### config.mk
export PLATFORM = sky130hd
export DESIGN_NAME = program_loop_watchdog
export DESIGN_NICKNAME = d
export VERILOG_FILES = /design/src/inc/wdt_pkg.sv /design/src/program_loop_watchdog.sv /design/src/wdt_tick_gate.sv
export VERILOG_INCLUDE_DIRS = /design/src /design/src/inc
export SDC_FILE = /design/constraint.sdc
export NUM_CORES = 1
export LEC_CHECK = 0
export ABC_AREA = 1
export ABC_CLOCK_PERIOD_IN_PS = 5150
export BUFFER_PORTS_ARGS = -buffer_cell sky130_fd_sc_hd__buf_2
export CORE_ASPECT_RATIO = 0.7
export CORE_MARGIN = 1.5
export CORE_UTILIZATION = 35
export DETAILED_ROUTE_END_ITERATION = 12
export GPL_TIMING_DRIVEN = 1
export PLACE_DENSITY_LB_ADDON = 0.25
export SETUP_SLACK_MARGIN = 0.3
export SLEW_MARGIN = 25
export SYNTH_ARGS = -nofsm -noshare
export SYNTH_HDL_FRONTEND = slang
export SYNTH_SLANG_ARGS = --single-unit
### constraint.sdc
create_clock -name ref_clk_in -period 5.15 [get_ports ref_clk_in]
set_clock_uncertainty 0.15 [all_clocks]
set_input_delay 1.2875 -clock ref_clk_in [delete_from_list [all_inputs] [get_ports ref_clk_in]]
set_output_delay 1.2875 -clock ref_clk_in [all_outputs]
set_load 0.01 [all_outputs]
### src/inc/wdt_params.svh
`ifndef WDT_PARAMS_SVH
`define WDT_PARAMS_SVH

`define WDT_MODE_ADDR 16'hff98
`define WDT_RESTART_ADDR 16'hff99
`define WDT_MODE_RST 8'h67
`define WDT_RESTART_CODE 8'hac
`define WDT_RESTART_READ 8'h9a
`define WDT_FIXED_BITS 3'h3
`define WDT_FIXED_MSB 7
`define WDT_FIXED_LSB 5
`define WDT_CS_MSB 4
`define WDT_CS_LSB 3
`define WDT_OVF_MSB 2
`define WDT_OVF_LSB 0
`define WDT_CAUSE_BIT 4
`define WDT_OSC_BASE_LOG2 11
`define WDT_XTAL_BASE_LOG2 13
`define WDT_CNT_W 21
`define WDT_CLK_NS 10
`define WDT_RST_PULSE_NS 80
`define WDT_RST_PULSE_CYC ((`WDT_RST_PULSE_NS + `WDT_CLK_NS - 1) / `WDT_CLK_NS)
`define WDT_PULSE_W 4

`endif

### src/inc/wdt_pkg.sv
`default_nettype none

package wdt_pkg;

  typedef enum logic [1:0] {
    CLK_INT_OSC = 2'b00,
    CLK_XTAL = 2'b01,
    CLK_STOP_A = 2'b10,
    CLK_STOP_B = 2'b11
  } clk_sel_t;

  typedef enum logic {
    ST_RUN = 1'b0,
    ST_FIRE = 1'b1
  } wdt_state_t;

endpackage

`default_nettype wire

### src/program_loop_watchdog.sv
`include "wdt_params.svh"
`default_nettype none

module program_loop_watchdog
  import wdt_pkg::*;
#(
  parameter int OSC_BASE_LOG2 = `WDT_OSC_BASE_LOG2,
  parameter int XTAL_BASE_LOG2 = `WDT_XTAL_BASE_LOG2
) (
  // Clock and chip reset
  input wire logic ref_clk_in,
  input wire logic arst_n_in,
  // Factory mask option strap, high for non-stoppable oscillator
  input wire logic osc_nonstop_opt_in,
  // CPU data-memory access
  input wire logic [15:0] cpu_addr_in,
  input wire logic cpu_wr_in,
  input wire logic cpu_rd_in,
  input wire logic cpu_bitop_in,
  input wire logic [7:0] cpu_wdata_in,
  output logic [7:0] cpu_rdata_out,
  output logic cpu_wait_out,
  // Counting sources
  input wire logic internal_osc_tick_in,
  input wire logic xtal_tick_in,
  // Clock and standby status
  input wire logic xtal_running_in,
  input wire logic xtal_stabilising_in,
  input wire logic halt_in,
  input wire logic stop_in,
  input wire logic cpu_on_xtal_in,
  input wire logic internal_osc_stopped_in,
  // Reset cause and internal reset
  input wire logic reset_cause_clear_in,
  output logic [7:0] reset_cause_out,
  output logic internal_reset_out,
  // Status
  output logic wdt_active_out,
  output logic mode_locked_out
);

  localparam logic [`WDT_CNT_W-1:0] CNT_ONE = `WDT_CNT_W'(1);
  localparam logic [`WDT_PULSE_W-1:0] PULSE_LAST =
    `WDT_PULSE_W'(`WDT_RST_PULSE_CYC - 1);
  localparam logic [4:0] OSC_BASE = 5'(OSC_BASE_LOG2);
  localparam logic [4:0] XTAL_BASE = 5'(XTAL_BASE_LOG2);

  // Strap capture
  logic strap_taken_q;
  logic nonstop_q;

  // Mode register fields
  clk_sel_t clk_sel_q;
  clk_sel_t clk_sel_d;
  logic [2:0] ovf_sel_q;
  logic [2:0] ovf_sel_d;
  logic mode_locked_q;
  logic mode_locked_d;

  // Counter
  logic [`WDT_CNT_W-1:0] count_q;
  logic [`WDT_CNT_W-1:0] count_d;
  logic count_en;

  // Reset sequencer
  wdt_state_t state_q;
  wdt_state_t state_d;
  logic [`WDT_PULSE_W-1:0] pulse_q;
  logic [`WDT_PULSE_W-1:0] pulse_d;

  // Output registers
  logic [7:0] rdata_q;
  logic wait_q;
  logic [7:0] cause_q;
  logic [7:0] cause_d;
  logic int_rst_q;
  logic active_q;

  // The strap is sampled on the first edge after release, never under reset.
  // Until then the safer non-stoppable reading applies.
  always_ff @(posedge ref_clk_in or negedge arst_n_in) begin
    if (!arst_n_in) begin
      strap_taken_q <= 1'b0;
    end else begin
      strap_taken_q <= 1'b1;
    end
  end

  always_ff @(posedge ref_clk_in or negedge arst_n_in) begin
    if (!arst_n_in) begin
      nonstop_q <= 1'b1;
    end else if (!strap_taken_q) begin
      nonstop_q <= osc_nonstop_opt_in;
    end
  end

  // Address decode
  wire mode_hit = cpu_addr_in == `WDT_MODE_ADDR;
  wire restart_hit = cpu_addr_in == `WDT_RESTART_ADDR;
  wire firing = state_q == ST_FIRE;
  wire bus_wr = cpu_wr_in & ~firing;

  // Single-bit writes to the mode register change no field but still stall the CPU
  wire mode_wr_any = bus_wr & mode_hit;
  wire mode_wr = mode_wr_any & ~cpu_bitop_in;
  wire mode_accept = mode_wr & ~mode_locked_q;
  wire mode_second = mode_wr & mode_locked_q;

  wire restart_wr = bus_wr & restart_hit;
  wire restart_code_ok = cpu_wdata_in == `WDT_RESTART_CODE;
  wire restart_ok = restart_wr & ~cpu_bitop_in & restart_code_ok;
  wire restart_bad_val = restart_wr & ~cpu_bitop_in & ~restart_code_ok;
  wire restart_bitop = restart_wr & cpu_bitop_in;

  // Stopped only by code 1x, which the non-stoppable option can never hold
  wire wdt_stopped = clk_sel_q[1] & ~nonstop_q;
  wire misuse = mode_second | restart_bad_val | restart_bitop;
  wire misuse_reset = misuse & ~wdt_stopped;

  // Written clock select, forced to the oscillator under the option
  wire [1:0] wr_cs = cpu_wdata_in[`WDT_CS_MSB:`WDT_CS_LSB];
  wire [1:0] new_cs = nonstop_q ? CLK_INT_OSC : wr_cs;
  wire [2:0] wr_ovf = cpu_wdata_in[`WDT_OVF_MSB:`WDT_OVF_LSB];

  // Overflow threshold from the selected source and interval
  wire sel_xtal = clk_sel_q == CLK_XTAL;
  wire [4:0] base_log2 = sel_xtal ? XTAL_BASE : OSC_BASE;
  wire [4:0] lim_log2 = base_log2 + {2'b00, ovf_sel_q};
  wire [`WDT_CNT_W-1:0] lim_m1 = (CNT_ONE << lim_log2) - CNT_ONE;
  wire overflow = count_en & (count_q == lim_m1) & ~firing;

  wire trigger = (overflow | misuse_reset) & ~firing;

  // Read mux: fixed upper bits always read 011
  wire [7:0] mode_byte = {`WDT_FIXED_BITS, clk_sel_q, ovf_sel_q};
  wire [7:0] read_mux = mode_hit ? mode_byte :
                        restart_hit ? `WDT_RESTART_READ :
                        8'h00;

  wdt_tick_gate u_tick_gate (
    .clk_sel_in(clk_sel_q),
    .nonstop_opt_in(nonstop_q),
    .internal_osc_tick_in(internal_osc_tick_in),
    .xtal_tick_in(xtal_tick_in),
    .xtal_running_in(xtal_running_in),
    .xtal_stabilising_in(xtal_stabilising_in),
    .halt_in(halt_in),
    .stop_in(stop_in),
    .cpu_on_xtal_in(cpu_on_xtal_in),
    .internal_osc_stopped_in(internal_osc_stopped_in),
    .count_en_out(count_en)
  );

  // Mode register next value; a watchdog reset restores the reset image
  always_comb begin
    clk_sel_d = clk_sel_q;
    ovf_sel_d = ovf_sel_q;
    mode_locked_d = mode_locked_q;
    if (firing) begin
      clk_sel_d = clk_sel_t'(2'(`WDT_MODE_RST >> `WDT_CS_LSB));
      ovf_sel_d = 3'(`WDT_MODE_RST);
      mode_locked_d = 1'b0;
    end else if (mode_accept) begin
      clk_sel_d = clk_sel_t'(new_cs);
      ovf_sel_d = wr_ovf;
      mode_locked_d = 1'b1;
    end
  end

  always_ff @(posedge ref_clk_in or negedge arst_n_in) begin
    if (!arst_n_in) begin
      clk_sel_q <= clk_sel_t'(2'(`WDT_MODE_RST >> `WDT_CS_LSB));
      ovf_sel_q <= 3'(`WDT_MODE_RST);
    end else begin
      clk_sel_q <= clk_sel_d;
      ovf_sel_q <= ovf_sel_d;
    end
  end

  always_ff @(posedge ref_clk_in or negedge arst_n_in) begin
    if (!arst_n_in) begin
      mode_locked_q <= 1'b0;
    end else begin
      mode_locked_q <= mode_locked_d;
    end
  end

  // Counter: held, not cleared, while the clock is withheld
  always_comb begin
    count_d = count_q;
    if (firing || trigger) begin
      count_d = '0;
    end else if (mode_accept) begin
      count_d = '0;
    end else if (restart_ok) begin
      count_d = '0;
    end else if (count_en) begin
      count_d = count_q + CNT_ONE;
    end
  end

  always_ff @(posedge ref_clk_in or negedge arst_n_in) begin
    if (!arst_n_in) begin
      count_q <= '0;
    end else begin
      count_q <= count_d;
    end
  end

  // Reset sequencer: a fixed pulse so that every sink sees it
  always_comb begin
    state_d = state_q;
    pulse_d = pulse_q;
    unique case (state_q)
      ST_RUN: begin
        if (trigger) begin
          state_d = ST_FIRE;
          pulse_d = PULSE_LAST;
        end
      end
      ST_FIRE: begin
        if (pulse_q == '0) begin
          state_d = ST_RUN;
        end else begin
          pulse_d = pulse_q - `WDT_PULSE_W'(1);
        end
      end
    endcase
  end

  always_ff @(posedge ref_clk_in or negedge arst_n_in) begin
    if (!arst_n_in) begin
      state_q <= ST_RUN;
      pulse_q <= '0;
    end else begin
      state_q <= state_d;
      pulse_q <= pulse_d;
    end
  end

  always_ff @(posedge ref_clk_in or negedge arst_n_in) begin
    if (!arst_n_in) begin
      int_rst_q <= 1'b0;
    end else begin
      int_rst_q <= state_d == ST_FIRE;
    end
  end

  // Cause flag: a new watchdog reset wins over a clear in the same cycle
  always_comb begin
    cause_d = cause_q;
    if (reset_cause_clear_in) begin
      cause_d[`WDT_CAUSE_BIT] = 1'b0;
    end
    if (trigger) begin
      cause_d[`WDT_CAUSE_BIT] = 1'b1;
    end
  end

  always_ff @(posedge ref_clk_in or negedge arst_n_in) begin
    if (!arst_n_in) begin
      cause_q <= 8'h00;
    end else begin
      cause_q <= cause_d;
    end
  end

  // Read data is registered; idle and unmapped reads return zero
  always_ff @(posedge ref_clk_in or negedge arst_n_in) begin
    if (!arst_n_in) begin
      rdata_q <= 8'h00;
    end else if (cpu_rd_in) begin
      rdata_q <= read_mux;
    end else begin
      rdata_q <= 8'h00;
    end
  end

  // Any mode write outside a reset pulse stalls the CPU for one cycle
  always_ff @(posedge ref_clk_in or negedge arst_n_in) begin
    if (!arst_n_in) begin
      wait_q <= 1'b0;
    end else begin
      wait_q <= mode_wr_any;
    end
  end

  always_ff @(posedge ref_clk_in or negedge arst_n_in) begin
    if (!arst_n_in) begin
      active_q <= 1'b0;
    end else begin
      active_q <= ~wdt_stopped & ~firing;
    end
  end

  assign cpu_rdata_out = rdata_q;
  assign cpu_wait_out = wait_q;
  assign reset_cause_out = cause_q;
  assign internal_reset_out = int_rst_q;
  assign wdt_active_out = active_q;
  assign mode_locked_out = mode_locked_q;

endmodule

`default_nettype wire

### src/wdt_tick_gate.sv
`include "wdt_params.svh"
`default_nettype none

module wdt_tick_gate
  import wdt_pkg::*;
(
  // Configuration
  input wire clk_sel_t clk_sel_in,
  input wire logic nonstop_opt_in,
  // Source ticks
  input wire logic internal_osc_tick_in,
  input wire logic xtal_tick_in,
  // Clock and standby status
  input wire logic xtal_running_in,
  input wire logic xtal_stabilising_in,
  input wire logic halt_in,
  input wire logic stop_in,
  input wire logic cpu_on_xtal_in,
  input wire logic internal_osc_stopped_in,
  // Gated count enable
  output logic count_en_out
);

  wire standby = halt_in | stop_in;
  wire osc_withheld = standby | (cpu_on_xtal_in & internal_osc_stopped_in);
  wire xtal_ok = xtal_running_in & ~standby & ~xtal_stabilising_in;
  wire osc_free_en = internal_osc_tick_in;
  wire osc_gated_en = internal_osc_tick_in & ~osc_withheld;
  wire xtal_en = xtal_tick_in & xtal_ok;

  always_comb begin
    count_en_out = 1'b0;
    if (nonstop_opt_in) begin
      count_en_out = osc_free_en;
    end else begin
      unique case (clk_sel_in)
        CLK_INT_OSC: count_en_out = osc_gated_en;
        CLK_XTAL: count_en_out = xtal_en;
        CLK_STOP_A: count_en_out = 1'b0;
        CLK_STOP_B: count_en_out = 1'b0;
      endcase
    end
  end

endmodule

`default_nettype wire
==> results of run 1 <==
[stage by stage]
stage | cells | area, µm² | hold slack [ps] | power [mW]
2_1_floorplan | 564 | 3727 | 237.9 | 0.4515
3_3_place_gp | 732 | 4035 | 246.9 | 0.4897
3_5_place_dp | 732 | 4035 | 270.0 | 0.4923
4_1_cts | 740 | 4207 | 288.9 | 0.8719
5_1_grt | 748 | 4284 | 300.7 | 0.9065
6_report | 748 | 4284 | 284.7 | 0.8684
[layout by cell type, fill, tap and decap left out, types with 9 or more instances in the layout]
cell,n
a21oi_1,11
a21oi_2,9
buf_2,50
buf_4,10
dfrtp_1,40
inv_1,76
nand2_1,152
nand3_1,47
nand4_1,16
nor2_1,64
nor3_1,10
o21ai_0,18
xor2_1,24
[worst reg2reg max path: cells and delay by family, from the launching register on]
family / cells / cell delay, ps
AND/OR/NAND/NOR: 13 / 1850
adder cells (fa/ha/maj): 3 / 1240
AO/OA/AOI/OAI: 4 / 440
flip-flops: 1 / 420
buffers and inverters: 3 / 360
[layer usage]
metal	vias up	track usage, %
met3	10	4.309
li1	1875	-
met4	0	5.120
met5	-	0
met2	112	29.22
met1	1742	30.57
[what timing repair did]
action / in CTS / in global routing
setup buffers: 0 / 8
resized for setup: 0 / 4
setup endpoints to repair: 0 / 27
[cell type report]
cell class                      instances  area, µm²
Inverter                               82      310.3
Fill cell                            1090       6033
Tap cell                              132      165.2
Timing Repair Buffer                   60      325.3
Clock buffer                            5      125.1
Sequential cell                        44       1106
Multi-Input combinational cell        422       2206
Clock inverter                          3      46.29
[flip-flops by register name, indices dropped and copies added, names as in the netlist, 2 cells and up]
signal	cells
clk_sel_q	2
count_q	21
cpu_rdata_out	7
ovf_sel_q	3
pulse_q	4
[power by group]
part	internal [mW]	switching, mW
Clock	0.231	0.147
Sequential	0.361	0.0239
Combinational	0.0422	0.0637
[kinds of logic (layout without fill, tap and decap cells)]
kind of cell,count (synthesis),after routing,share of synthesized area [%]
other,2,8,0.2027
xor gates and xnor gates,28,28,6.619
and+or+nand+nor,328,328,40.49
buffers and inverters,98,150,11.62
adders and majority gates,7,7,2.567
DFF,44,44,29.85
AOI/OAI and AO/OA,51,51,8.646
[path summary, 6_finish.rpt]
kind	end	cells past startpoint
hold reg to reg	nonstop_q	1
setup reg to reg	count_q[6]	23
setup / recovery	count_q[6]	23
max in group asynchronous	ovf_sel_q[2]	1
min in group asynchronous	pulse_q[0]	1
hold / removal	nonstop_q	1
==> run summary, run 1 <==
The flow ran to the end, and the final reports show no timing, DRC or antenna violations. The clock edge transition at the registers on the reported setup and hold paths was 70 ps. At the worst endpoint, the arrival time is 4590 ps. After routing, the total negative slack on setup checks comes to 0 ps.

From synthesis to final layout, the design area changed by 15.64%. The count of buffer and inverter cells on the critical path is 3, and the portion of the clock cycle consumed by the worst path in the final layout is 88.56%. The tools report the initial antenna violation count as 0.

Signal routing reaches up to met4. After clock tree synthesis, the flow added hold-fix buffers numbering 0. The final count of pins violating max slew is 0, and the transition at the pin with the smallest max-transition slack is 738.5 ps. The post-synthesis cell type with the largest combined area is dfrtp_1. The wire length of the first global-routing pass came out at 17640 µm. The logs give 242 for the starting DRC count in detailed routing and 10770 µm for the wire length after detailed routing.

The number of enable flip-flop cells after synthesis works out to 0. By instance count, the cell type seen most on the critical path is nor2_1. For this design, the sink count on the clock tree is 44. The maximum VDD drop was 0.1452 mV. The post-synthesis register bit count came out at 44. The amount of wire on met2 after detailed routing was 4373 µm; the width of the chip was 126.0 µm. The logs give 0 for the total inserted antenna cells and 7 for the first-pass iteration count of the detailed router. The number of buffers inserted during clock tree synthesis was 5. After floorplanning, the core was divided into 31 placement rows.

Areal power density over the cells: 202.7 nW/µm². In this run the most critical hold path is launched from strap_taken_q. The worst max-slew margin expressed relative to the limit was 49.99%. By count the netlist is led by nand2_1 (152), inv_1 (76), nor2_1 (65), nand3_1 (48), dfrtp_1 (40). The most common cell in the synthesized netlist is nand2_1. The post-synthesis instance area was 3705 µm²; the register-to-register setup slack was 590 ps. For this design the top-level I/O count stands at 59. Pin count of the biggest net entering global routing: 45. The run gives 0 as the total count of hold-check failures in the final report.

The cell class contributing the biggest share of worst-path delay is simple AND/OR/NAND/NOR gates. Counting every instance in the synthesized netlist gives 558. The mean instance size in the synthesized netlist is 6.639 µm². The critical path goes through nor2_4 > inv_1 > ha_1 > nand2_2 > inv_1 > or2_2 > fa_2 > nor2_1 > nand3_2 > ha_1 > o21ai_0 > a21o_1 > a21oi_1 > nand2_1 > nor2_1 > nand3_1 > nor2_1 > nand2_1 > nor2_1 > nand3_2 > nand3_4 > buf_4 > a21oi_2.

The routability congestion estimate from global placement was 0.8645; the number of failing setup endpoints in the final timing report was 0. Minimum setup slack in the final design: 589.1 ps. The number of warning messages in the yosys log came out at 0. The worst setup path is launched from a flip-flop.

After synthesis, flip-flops and latches occupy 29.85% of the total area. For this design, the slowest cell found on the critical path is fa_2. The number of distinct library cells after synthesis is 42, and the via count of the routed design is 3739. Mean routed wirelength per cell: 14.39 µm. Y dimension of the die: 89.08 µm. Net total in the final layout: 661. Setup repair after global routing left no endpoint under its margin. Timing analysis after detailed placement gives a worst setup slack of 357.3 ps. The smallest clock period supported by the final layout is computed as 4561 ps. The classification of the worst setup path was reg -> reg.

For the via count of the first global-routing pass, the log shows 3439. The worst min-delay path category was reg -> reg. The floorplan step defined a die boundary enclosing 11220 µm². The H-tree was split into 2 levels.

Of all flip-flops after synthesis, the portion carrying an async set or reset was 100.0%. CTS placed an instance of clkbuf_16 at the clock tree root. The DRC violation count after routing was 0; the leakage power total was 2.294 nW. The highest clock frequency the design can meet is 219.3 MHz, and the maximum cell stage delay along the critical path is 480 ps. The launch point of the critical path is clk_sel_q[1].

The logs give 35.91% for the initial core utilization and 41.52% for the fraction of the core area covered by cells at the end of the flow. The number of buffers inserted by port buffering is 51. The later pin in the worst-skew pair is clocked with a latency of 300 ps. Detailed placement ended at an HPWL of 8445 µm. The type of element capturing the critical path is a flip-flop.

Summed over all nets, wire length on met3 after detailed routing comes to 788 µm. The number of vias per cell after detailed routing is 4.999, and the routed length on met1 is 5501 µm. The post-route netlist has 18.67% of its cells at a drive strength greater than 1. Data on the critical path is required at its endpoint by 5180 ps.

The count of nets left with antenna violations once routing finished came out at 0. Global routing used 20.26% of the available tracks across all layers. After floorplanning, the core was sized to cover 10320 µm². In the post-synthesis netlist, the biggest area contributors are dfrtp_1 (27%), nand2_1 (15%), inv_1 (7.7%). The top cell type's share of synthesized area works out to 27.02%. The most used flip-flop cell after synthesis is dfrtp_1. The startpoint of the most critical register-to-register path was clk_sel_q[1]. The run gives 0 as the leftover overflow at the end of global routing.

The run gives 2 as the maximum clock insertion buffer count. Of all nets on the critical path, the largest fanout is 15. TritonCTS built the clock tree. The tool flagged a number of max-cap violations equal to 0.
Note: power is estimated with default switching activity, not from simulation.
==> run 2, diff against run 1 <==
--- a/config.mk
+++ b/config.mk
@@ -10,7 +10,6 @@
 export ABC_CLOCK_PERIOD_IN_PS = 5150
 export BUFFER_PORTS_ARGS = -buffer_cell sky130_fd_sc_hd__buf_2
 export CORE_ASPECT_RATIO = 0.7
-export CORE_MARGIN = 1.5
 export CORE_UTILIZATION = 35
 export DETAILED_ROUTE_END_ITERATION = 12
 export GPL_TIMING_DRIVEN = 1
==> run 2 against run 1 <==
Compared with the run above:
- the flow now finishes with violations (DRC)
- critical path type unchanged
- sequential share of layout area fell by 0.20 points
- critical path depth rose by 1
- hold slack got worse by 26 ps
- global-route usage rose by 0.63 points
- largest cell class unchanged
- utilization rose by 0.33 points
- first-iteration DRC count rose by 58%
==> run summary, run 2 (same netlist as run 1, synthesis figures left out) <==
The die covers 11010 µm². Setup repair after global routing left no endpoint under its margin. The via count of the routed design was 3765. 59 I/O pins were placed.

In the layout the commonest cells are nand2_1 (152), inv_1 (76), nor2_1 (64), buf_2 (50), nand3_1 (47). The run gives 3464 as the via count of the first global-routing pass. The tools report the layout filler cell count as 1085. The run gives 221.6 MHz as the highest clock frequency the design can meet. The cell sitting at the root of the clock tree is a clkbuf_16. Summed over all layers, the global routing overflow is 0. Along the worst path, the maximum fanout reaches 7.

The register with the most flip-flops in the layout has 21 of them. At the pin with the least slew margin, the transition time is 784.9 ps. The core box area is 10320 µm², and the first-pass iteration count of the detailed router is 8. VDD sags by at most 0.1011 mV.

Ranked by flip-flop count, first place goes to count_q. The tools report the wire length of the first global-routing pass as 17710 µm. The portion of the clock cycle consumed by the worst path in the final layout was 87.60%; the insertion delay of the later-clocked pin in the worst-skew pair was 290 ps.

The count of max-cap constraint violations was 0; the antenna violation net count after detailed routing was 0. Internal power comes to 0.6468 mW. The number of buffers inserted by port buffering came out at 51.

The initial utilization of the core area, before any placement, comes to 35.91%. Before CTS, the worst setup slack after placement is 384.3 ps. The combinational group share of total power was 12.0%; the clock period minus worst slack was 4512 ps. The worst setup path is launched from a flip-flop.

The initial antenna violation count is 0. Share of total power in the clock network: 43.8%. The area used by sequential logic in the layout was 1106 µm²; the global-route usage over all layers was 20.89%. Of the cells placed in the final design, the portion with a size suffix greater than 1 is 19.22%.

The run finished, with violations left. Leaving out fill and tap cells, the most frequent cell in the layout is nand2_1. The worst min-delay path category was reg -> reg.

The worst setup path is captured at a flip-flop. Summed over all nets, the switching power comes to 0.2249 mW. The layout overhead on the synthesized area was 16.55%.

Summed over all layers, the routed wires come to 11010 µm. At the worst endpoint, the required time is 5180 ps. TritonCTS built the clock tree. In this run, CTS created clock tree buffers numbering 5. Entering global routing, the biggest net connects 45 pins. Measured against its own limit, the worst slew margin works out to 46.84%.

The area of the multi-input gates is 2218 µm², and the areal power density over the cells is 201.9 nW/µm². The arrival time reported for the critical path endpoint is 4540 ps. The half-perimeter wire length of the detailed placement result came out at 8502 µm. The clock edge transition at the registers on the reported setup and hold paths is 70 ps, and the leakage power total is 2.325 nW. After floorplanning, the core was divided into 31 placement rows. In the routed layout, each cell is associated on average with a via count of 5.013. In this run the deepest clock path goes through 2 buffers. The total clock sinks came out at 44. The width of the chip was 125.0 µm; the total count of hold-check failures in the final report was 0. For the starting DRC count in detailed routing, the log shows 382. The share of total power dissipated in sequential elements is 44.2%. After detailed routing, the average wire length per cell comes to 14.67 µm. The final reports fail on DRC.

The final count of pins violating max slew was 0. Classification of the worst setup path: reg -> reg. At the end of routability-driven placement, the weighted congestion stood at 0.9144. After layout, the worst setup slack is 638.4 ps.

Of the total power, the share spent switching nets is 25.80%. The net total in the final layout was 664. Number of failing setup endpoints in the final timing report: 0. The H-tree was split into 2 levels. The run gives 0 ps as the accumulated negative setup slack. The y dimension of the die is 88.08 µm, and the DRC violation count after routing is 2.

The total inserted antenna cells is 0.
run 2: cell types whose count changed in the layout (fill, tap and decap cells not counted), sizes merged:
cell / change
clkinvlp: -1
clkinv: +1
buf: +2
nand3: +1
inv: -1
clkbuf: +1
run 2: layer usage:
layer | vias to the layer above | GRT usage [%] | part of all wire (%)
met5 | - | 0 | 0
met4 | 0 | 4.102 | 0.71
met3 | 7 | 4.215 | 6.7
met2 | 131 | 31.74 | 41
met1 | 1748 | 30.68 | 51
li1 | 1879 | - | -
run 2: power by group through the flow:
stage          sequential (mW)  clock (mW)  combinational (mW)
6_report                 0.385       0.382               0.104
5_1_grt                  0.386       0.404               0.117
4_1_cts                  0.383       0.392               0.104
3_5_place_dp             0.389           0               0.102
3_3_place_gp             0.389           0               0.100
2_1_floorplan            0.382           0              0.0697
run 2: final timing paths:
path / startpoint / to / slack, ps / cells past startpoint
worst min register to register: strap_taken_q / nonstop_q / 260 / 1
worst min-delay path: strap_taken_q / nonstop_q / 260 / 1
min in group asynchronous: arst_n_in / count_q[18] / 840 / 1
worst max-delay path: clk_sel_q[1] / pulse_q[3] / 640 / 24
max in group asynchronous: arst_n_in / ovf_sel_q[2] / 3610 / 1
worst max register to register: clk_sel_q[1] / pulse_q[3] / 640 / 24
run 2: critical path: stages (launching register included):
cell and delay, ps:
dfrtp_1 430, nor2_4 170, inv_1 90, ha_2 320, nand2_2 110, inv_1 80
or2_2 300, fa_2 470, nor2_1 210, nand3_2 170, ha_1 370, o21ai_0 90
a21o_1 170, a21oi_1 110, nand2_1 60, nor2_1 100, nand3_1 80, nor2_1 110
nand2_1 80, nor2_1 130, nand3_2 160, nand2_1 180, inv_2 100, nand2_1 90
o21ai_1 60
run 2: cell type report:
| cell class | count | share of cell area [%] |
|---|---|---|
| clock inverters | 2 | 0.8983 |
| repair buffers | 62 | 7.882 |
| clock buffers | 6 | 3.216 |
| multi-input cells | 423 | 51.38 |
| inverters | 82 | 7.186 |
| well taps | 132 | 3.825 |
| flip-flops and latches | 44 | 25.62 |
run 2: through the flow:
| stage | hold slack [ps] | utilization [%] | power [mW] | cells | area (µm²) |
|---|---|---|---|---|---|
| floorplan | 237.9 | - | 0.4515 | 564 | 3727 |
| global placement | 244.5 | 39.11 | 0.4890 | 732 | 4035 |
| detailed placement | 252.0 | 39.11 | 0.4907 | 732 | 4035 |
| CTS | 261.6 | 40.83 | 0.8784 | 740 | 4213 |
| global route | 282.7 | 41.85 | 0.9061 | 751 | 4318 |
| finish | 258.5 | 41.85 | 0.8717 | 751 | 4318 |
run 2: repair_timing:
action                                 in CTS  in global routing
buffers inserted                            0                 10
gates resized for setup                     0                  5
setup endpoints to repair                   0                 27
endpoints found under the hold margin       0                  0
hold buffers                                0                  0
==> run 3, diff against run 2 <==
--- a/config.mk
+++ b/config.mk
@@ -18,4 +18,5 @@
 export SLEW_MARGIN = 25
 export SYNTH_ARGS = -nofsm -noshare
 export SYNTH_HDL_FRONTEND = slang
+export SYNTH_HIERARCHICAL = 1
 export SYNTH_SLANG_ARGS = --single-unit
==> run 3 against run 2 <==
Compared with the run above:
- the flow now finishes without violations
- fmax fell by 0.97%
- synthesized area rose by 7.2%
- utilization barely moved
- sequential share of layout area fell by 1.6 points
- register-to-register slack got worse by 40 ps
- first-iteration DRC count fell by 15%
- sequential power rose by 9.9%
- flip-flop and latch count did not move
- routed wire length rose by 8.5%
- clock power rose by 2%
- highest routed layer unchanged
==> run summary, run 3 <==
For this block, the via count after detailed routing is 4183. The initial core utilization was 36.08%. Measured along the x axis, the die boundary spans 129.3 µm. The worst min-delay path category is reg -> reg. The critical path contains buffers and inverters numbering 6 combined.

The repair_antennas step left the layout with diodes totalling 0. For this design the top-level I/O count stands at 59. The worst path uses 88.46% of the clock period.

The maximum level of the CTS H-tree is 2, and the half-perimeter wire length of the detailed placement result is 9544 µm. Dividing total power by cell area gives a power density of 217.0 nW/µm². The run gives 0 as the final count of pins violating max slew. Including well taps, the total number of placed cells is 821. The largest fanout on the critical path is 13, and the maximum clock insertion buffer count is 2.

For this run, the number of Yosys warnings is 6. The number of enable flip-flop cells after synthesis came out at 0. In the synthesized netlist, the cells that appear most often are nand2_1 (181), inv_1 (94), nor2_1 (77), nand3_1 (52), dfrtp_1 (40). The first detailed-routing pass took 5 iterations.

Across the run, the number of max-cap violations was 0. For the routability congestion estimate from global placement, the log shows 0.9180. Counting the buffers created by CTS gives 5. The sequential share of the synthesized area is 27.84%.

Clock latency on the worst-skew pair, taken at its later pin, is 300 ps. For the DRC violation count after routing, the log shows 0. Summed over all instances, the cell type with the most area after synthesis is dfrtp_1. The library cell with the highest instance count after synthesis is nand2_1.

The required time of the worst setup path came out at 5190 ps. The first global-routing pass estimated 19220 µm of wire. Setup repair after global routing left no endpoint under its margin. Fraction of final layout cells sized beyond drive strength 1: 16.72%. The commonest non-fill, non-tap cell in the layout is nand2_1. The maximum cell stage delay along the critical path came out at 680 ps. In this run, post-CTS hold repair placed 0 buffers.

The fraction of synthesis flops using an asynchronous set or reset pin works out to 100.0%. The core region is 11010 µm². For the number of failing setup endpoints in the final timing report, the log shows 0. In this run the tool buffered the top-level ports with 51 buffer cells. The clock edge transition at the registers on the reported setup and hold paths is 70 ps. The initial antenna violation count came out at 0. The most common flop cell mapped by yosys is dfrtp_1. The transition at the pin with the smallest max-transition slack was 727.8 ps. Subtracting the final worst setup slack from the clock period gives 4556 ps.

The CTS root buffer is clkbuf_16. CTS saw 44 sinks. The analysis attributes to cell leakage a power of 2.409 nW.

The critical path in this run is classified as reg -> reg. The run gives 727 as the net total in the final layout. The run gives 45 as the pin count of the biggest net entering global routing. The die area is 11790 µm². Measured against its own limit, the worst slew margin works out to 51.03%. The register with the most flip-flops in the final layout is count_q. The tools report the layout filler cell count as 1164.

The initialized floorplan defines 32 standard-cell rows. Static timing analysis puts the maximum clock frequency at 219.5 MHz. After detailed routing, no signal wire sits above met4. The mean instance size in the synthesized netlist was 6.356 µm²; the y dimension of the die was 91.14 µm. Cell with the largest stage delay on the worst path: fa_2. The top cell type by area accounts for 25.20% of the synthesized area. The global-route usage over all layers came out at 21.09%. Summing every instance area after synthesis gives 3973 µm². For the maximum VDD drop, the log shows 0.1266 mV. The logs give 3700 for the via count of the first global-routing pass and 6145 µm for the routed length on met1. The antenna violation net count after detailed routing is 0. In the layout the commonest cells are nand2_1 (180), inv_1 (94), nor2_1 (74), nand3_1 (51), buf_2 (50). The routed design uses 1096 µm of met3 wire. TritonCTS built the clock tree. The routed design uses 4630 µm of met2 wire. After detailed routing, the number of vias per cell comes to 5.010. The finished layout holds 835 standard cells, fillers aside. From synthesis to final layout, the design area changed by 16.13%. By area the synthesized netlist is led by dfrtp_1 (25%), nand2_1 (17%), inv_1 (8.9%).

After global routing the overflow that remains totals 0. The synthesized instance count was 625. After detailed routing, the total wire length is 11960 µm. The worst setup path is captured at a flip-flop.

At the worst endpoint, the arrival time is 4600 ps. Synthesis inferred 44 register bits. In the final routed layout, each cell accounts on average for 14.32 µm.

The register with the most flip-flops in the layout has 21 of them. The total count of hold-check failures in the final report came out at 0. The kind of cell with the highest combined delay along the critical path is simple AND/OR/NAND/NOR gates. In the final timing run, aggregate negative setup slack is 0 ps. The run finished with clean final reports.

After synthesis, the netlist uses 41 different library cells. The run gives 325 as the starting DRC count in detailed routing. STA classifies the critical path startpoint as a flip-flop. Among the stages of the critical path, the cell type that occurs most often is nand2_1.
==> run 3: cell count changes in the layout (fill, tap and decap cells not counted), sizes merged, moves of 5 or more <==
cell,previous run,this run
o21ai,19,14
nand3,53,59
nand2,159,190
nor2,77,89
a21oi,20,14
inv,82,101
==> run 3: logic make-up after synthesis <==
group | synth area share (%)
AOI/OAI and AO/OA | 7.150
xor gates and xnor gates | 5.732
adders and majority gates | 2.394
buffers and inverters | 12.85
DFF | 27.84
other | 0.1890
and+or+nand+nor | 43.84
==> run 3: cell type report <==
| cell class | instances | area (µm²) | share of cell area [%] |
|---|---|---|---|
| Sequential cell | 44 | 1106 | 23.98 |
| Clock buffer | 6 | 138.9 | 3.011 |
| Timing Repair Buffer | 58 | 322.8 | 6.998 |
| Clock inverter | 2 | 38.79 | 0.8408 |
| Inverter | 103 | 391.6 | 8.489 |
| Tap cell | 153 | 191.4 | 4.150 |
| Multi-Input combinational cell | 469 | 2424 | 52.54 |
==> run 3: report_power, final <==
part           switching, mW  total (mW)  internal [mW]
Combinational          0.121       0.188         0.0675
Clock                  0.147       0.390          0.243
Sequential            0.0510       0.423          0.372
Total                  0.318        1.00          0.683
==> run 3: worst paths after layout <==
check                                   start  depth (start not counted)  slack, ps          endpoint
worst max-delay path             clk_sel_q[0]                         29        590        count_q[2]
worst min-delay path            strap_taken_q                          1        260         nonstop_q
worst max register to register   clk_sel_q[0]                         29        590        count_q[2]
worst min register to register  strap_taken_q                          1        260         nonstop_q
max in group asynchronous           arst_n_in                          1       3590       count_q[16]
min in group asynchronous           arst_n_in                          1        840  cpu_rdata_out[1]
==> run 3: timing repair <==
item,in CTS,in global routing
setup endpoints to repair,2,27
pin swaps,0,4
resized for setup,1,12
setup buffers,0,6
==> run 3: layer usage <==
metal  track usage [%]  up-vias
met3             5.186       10
li1                  -     2070
met4             2.647        0
met5                 0        -
met1             34.30     1925
met2             27.51      178
==> run 3: metrics by stage <==
stage               power (mW)  setup WS (ps)  util (%)  hold WS (ps)  area, µm²
detailed placement      0.6066          260.9     39.28         257.7       4325
floorplan               0.5327          835.8         -         237.9       3995
CTS                     0.9980          312.8     40.92         267.0       4506
global route             1.052          306.2     41.90         274.9       4613
global placement        0.6037          470.8     39.28         247.6       4325
finish                   1.001          594.2     41.90         263.6       4613
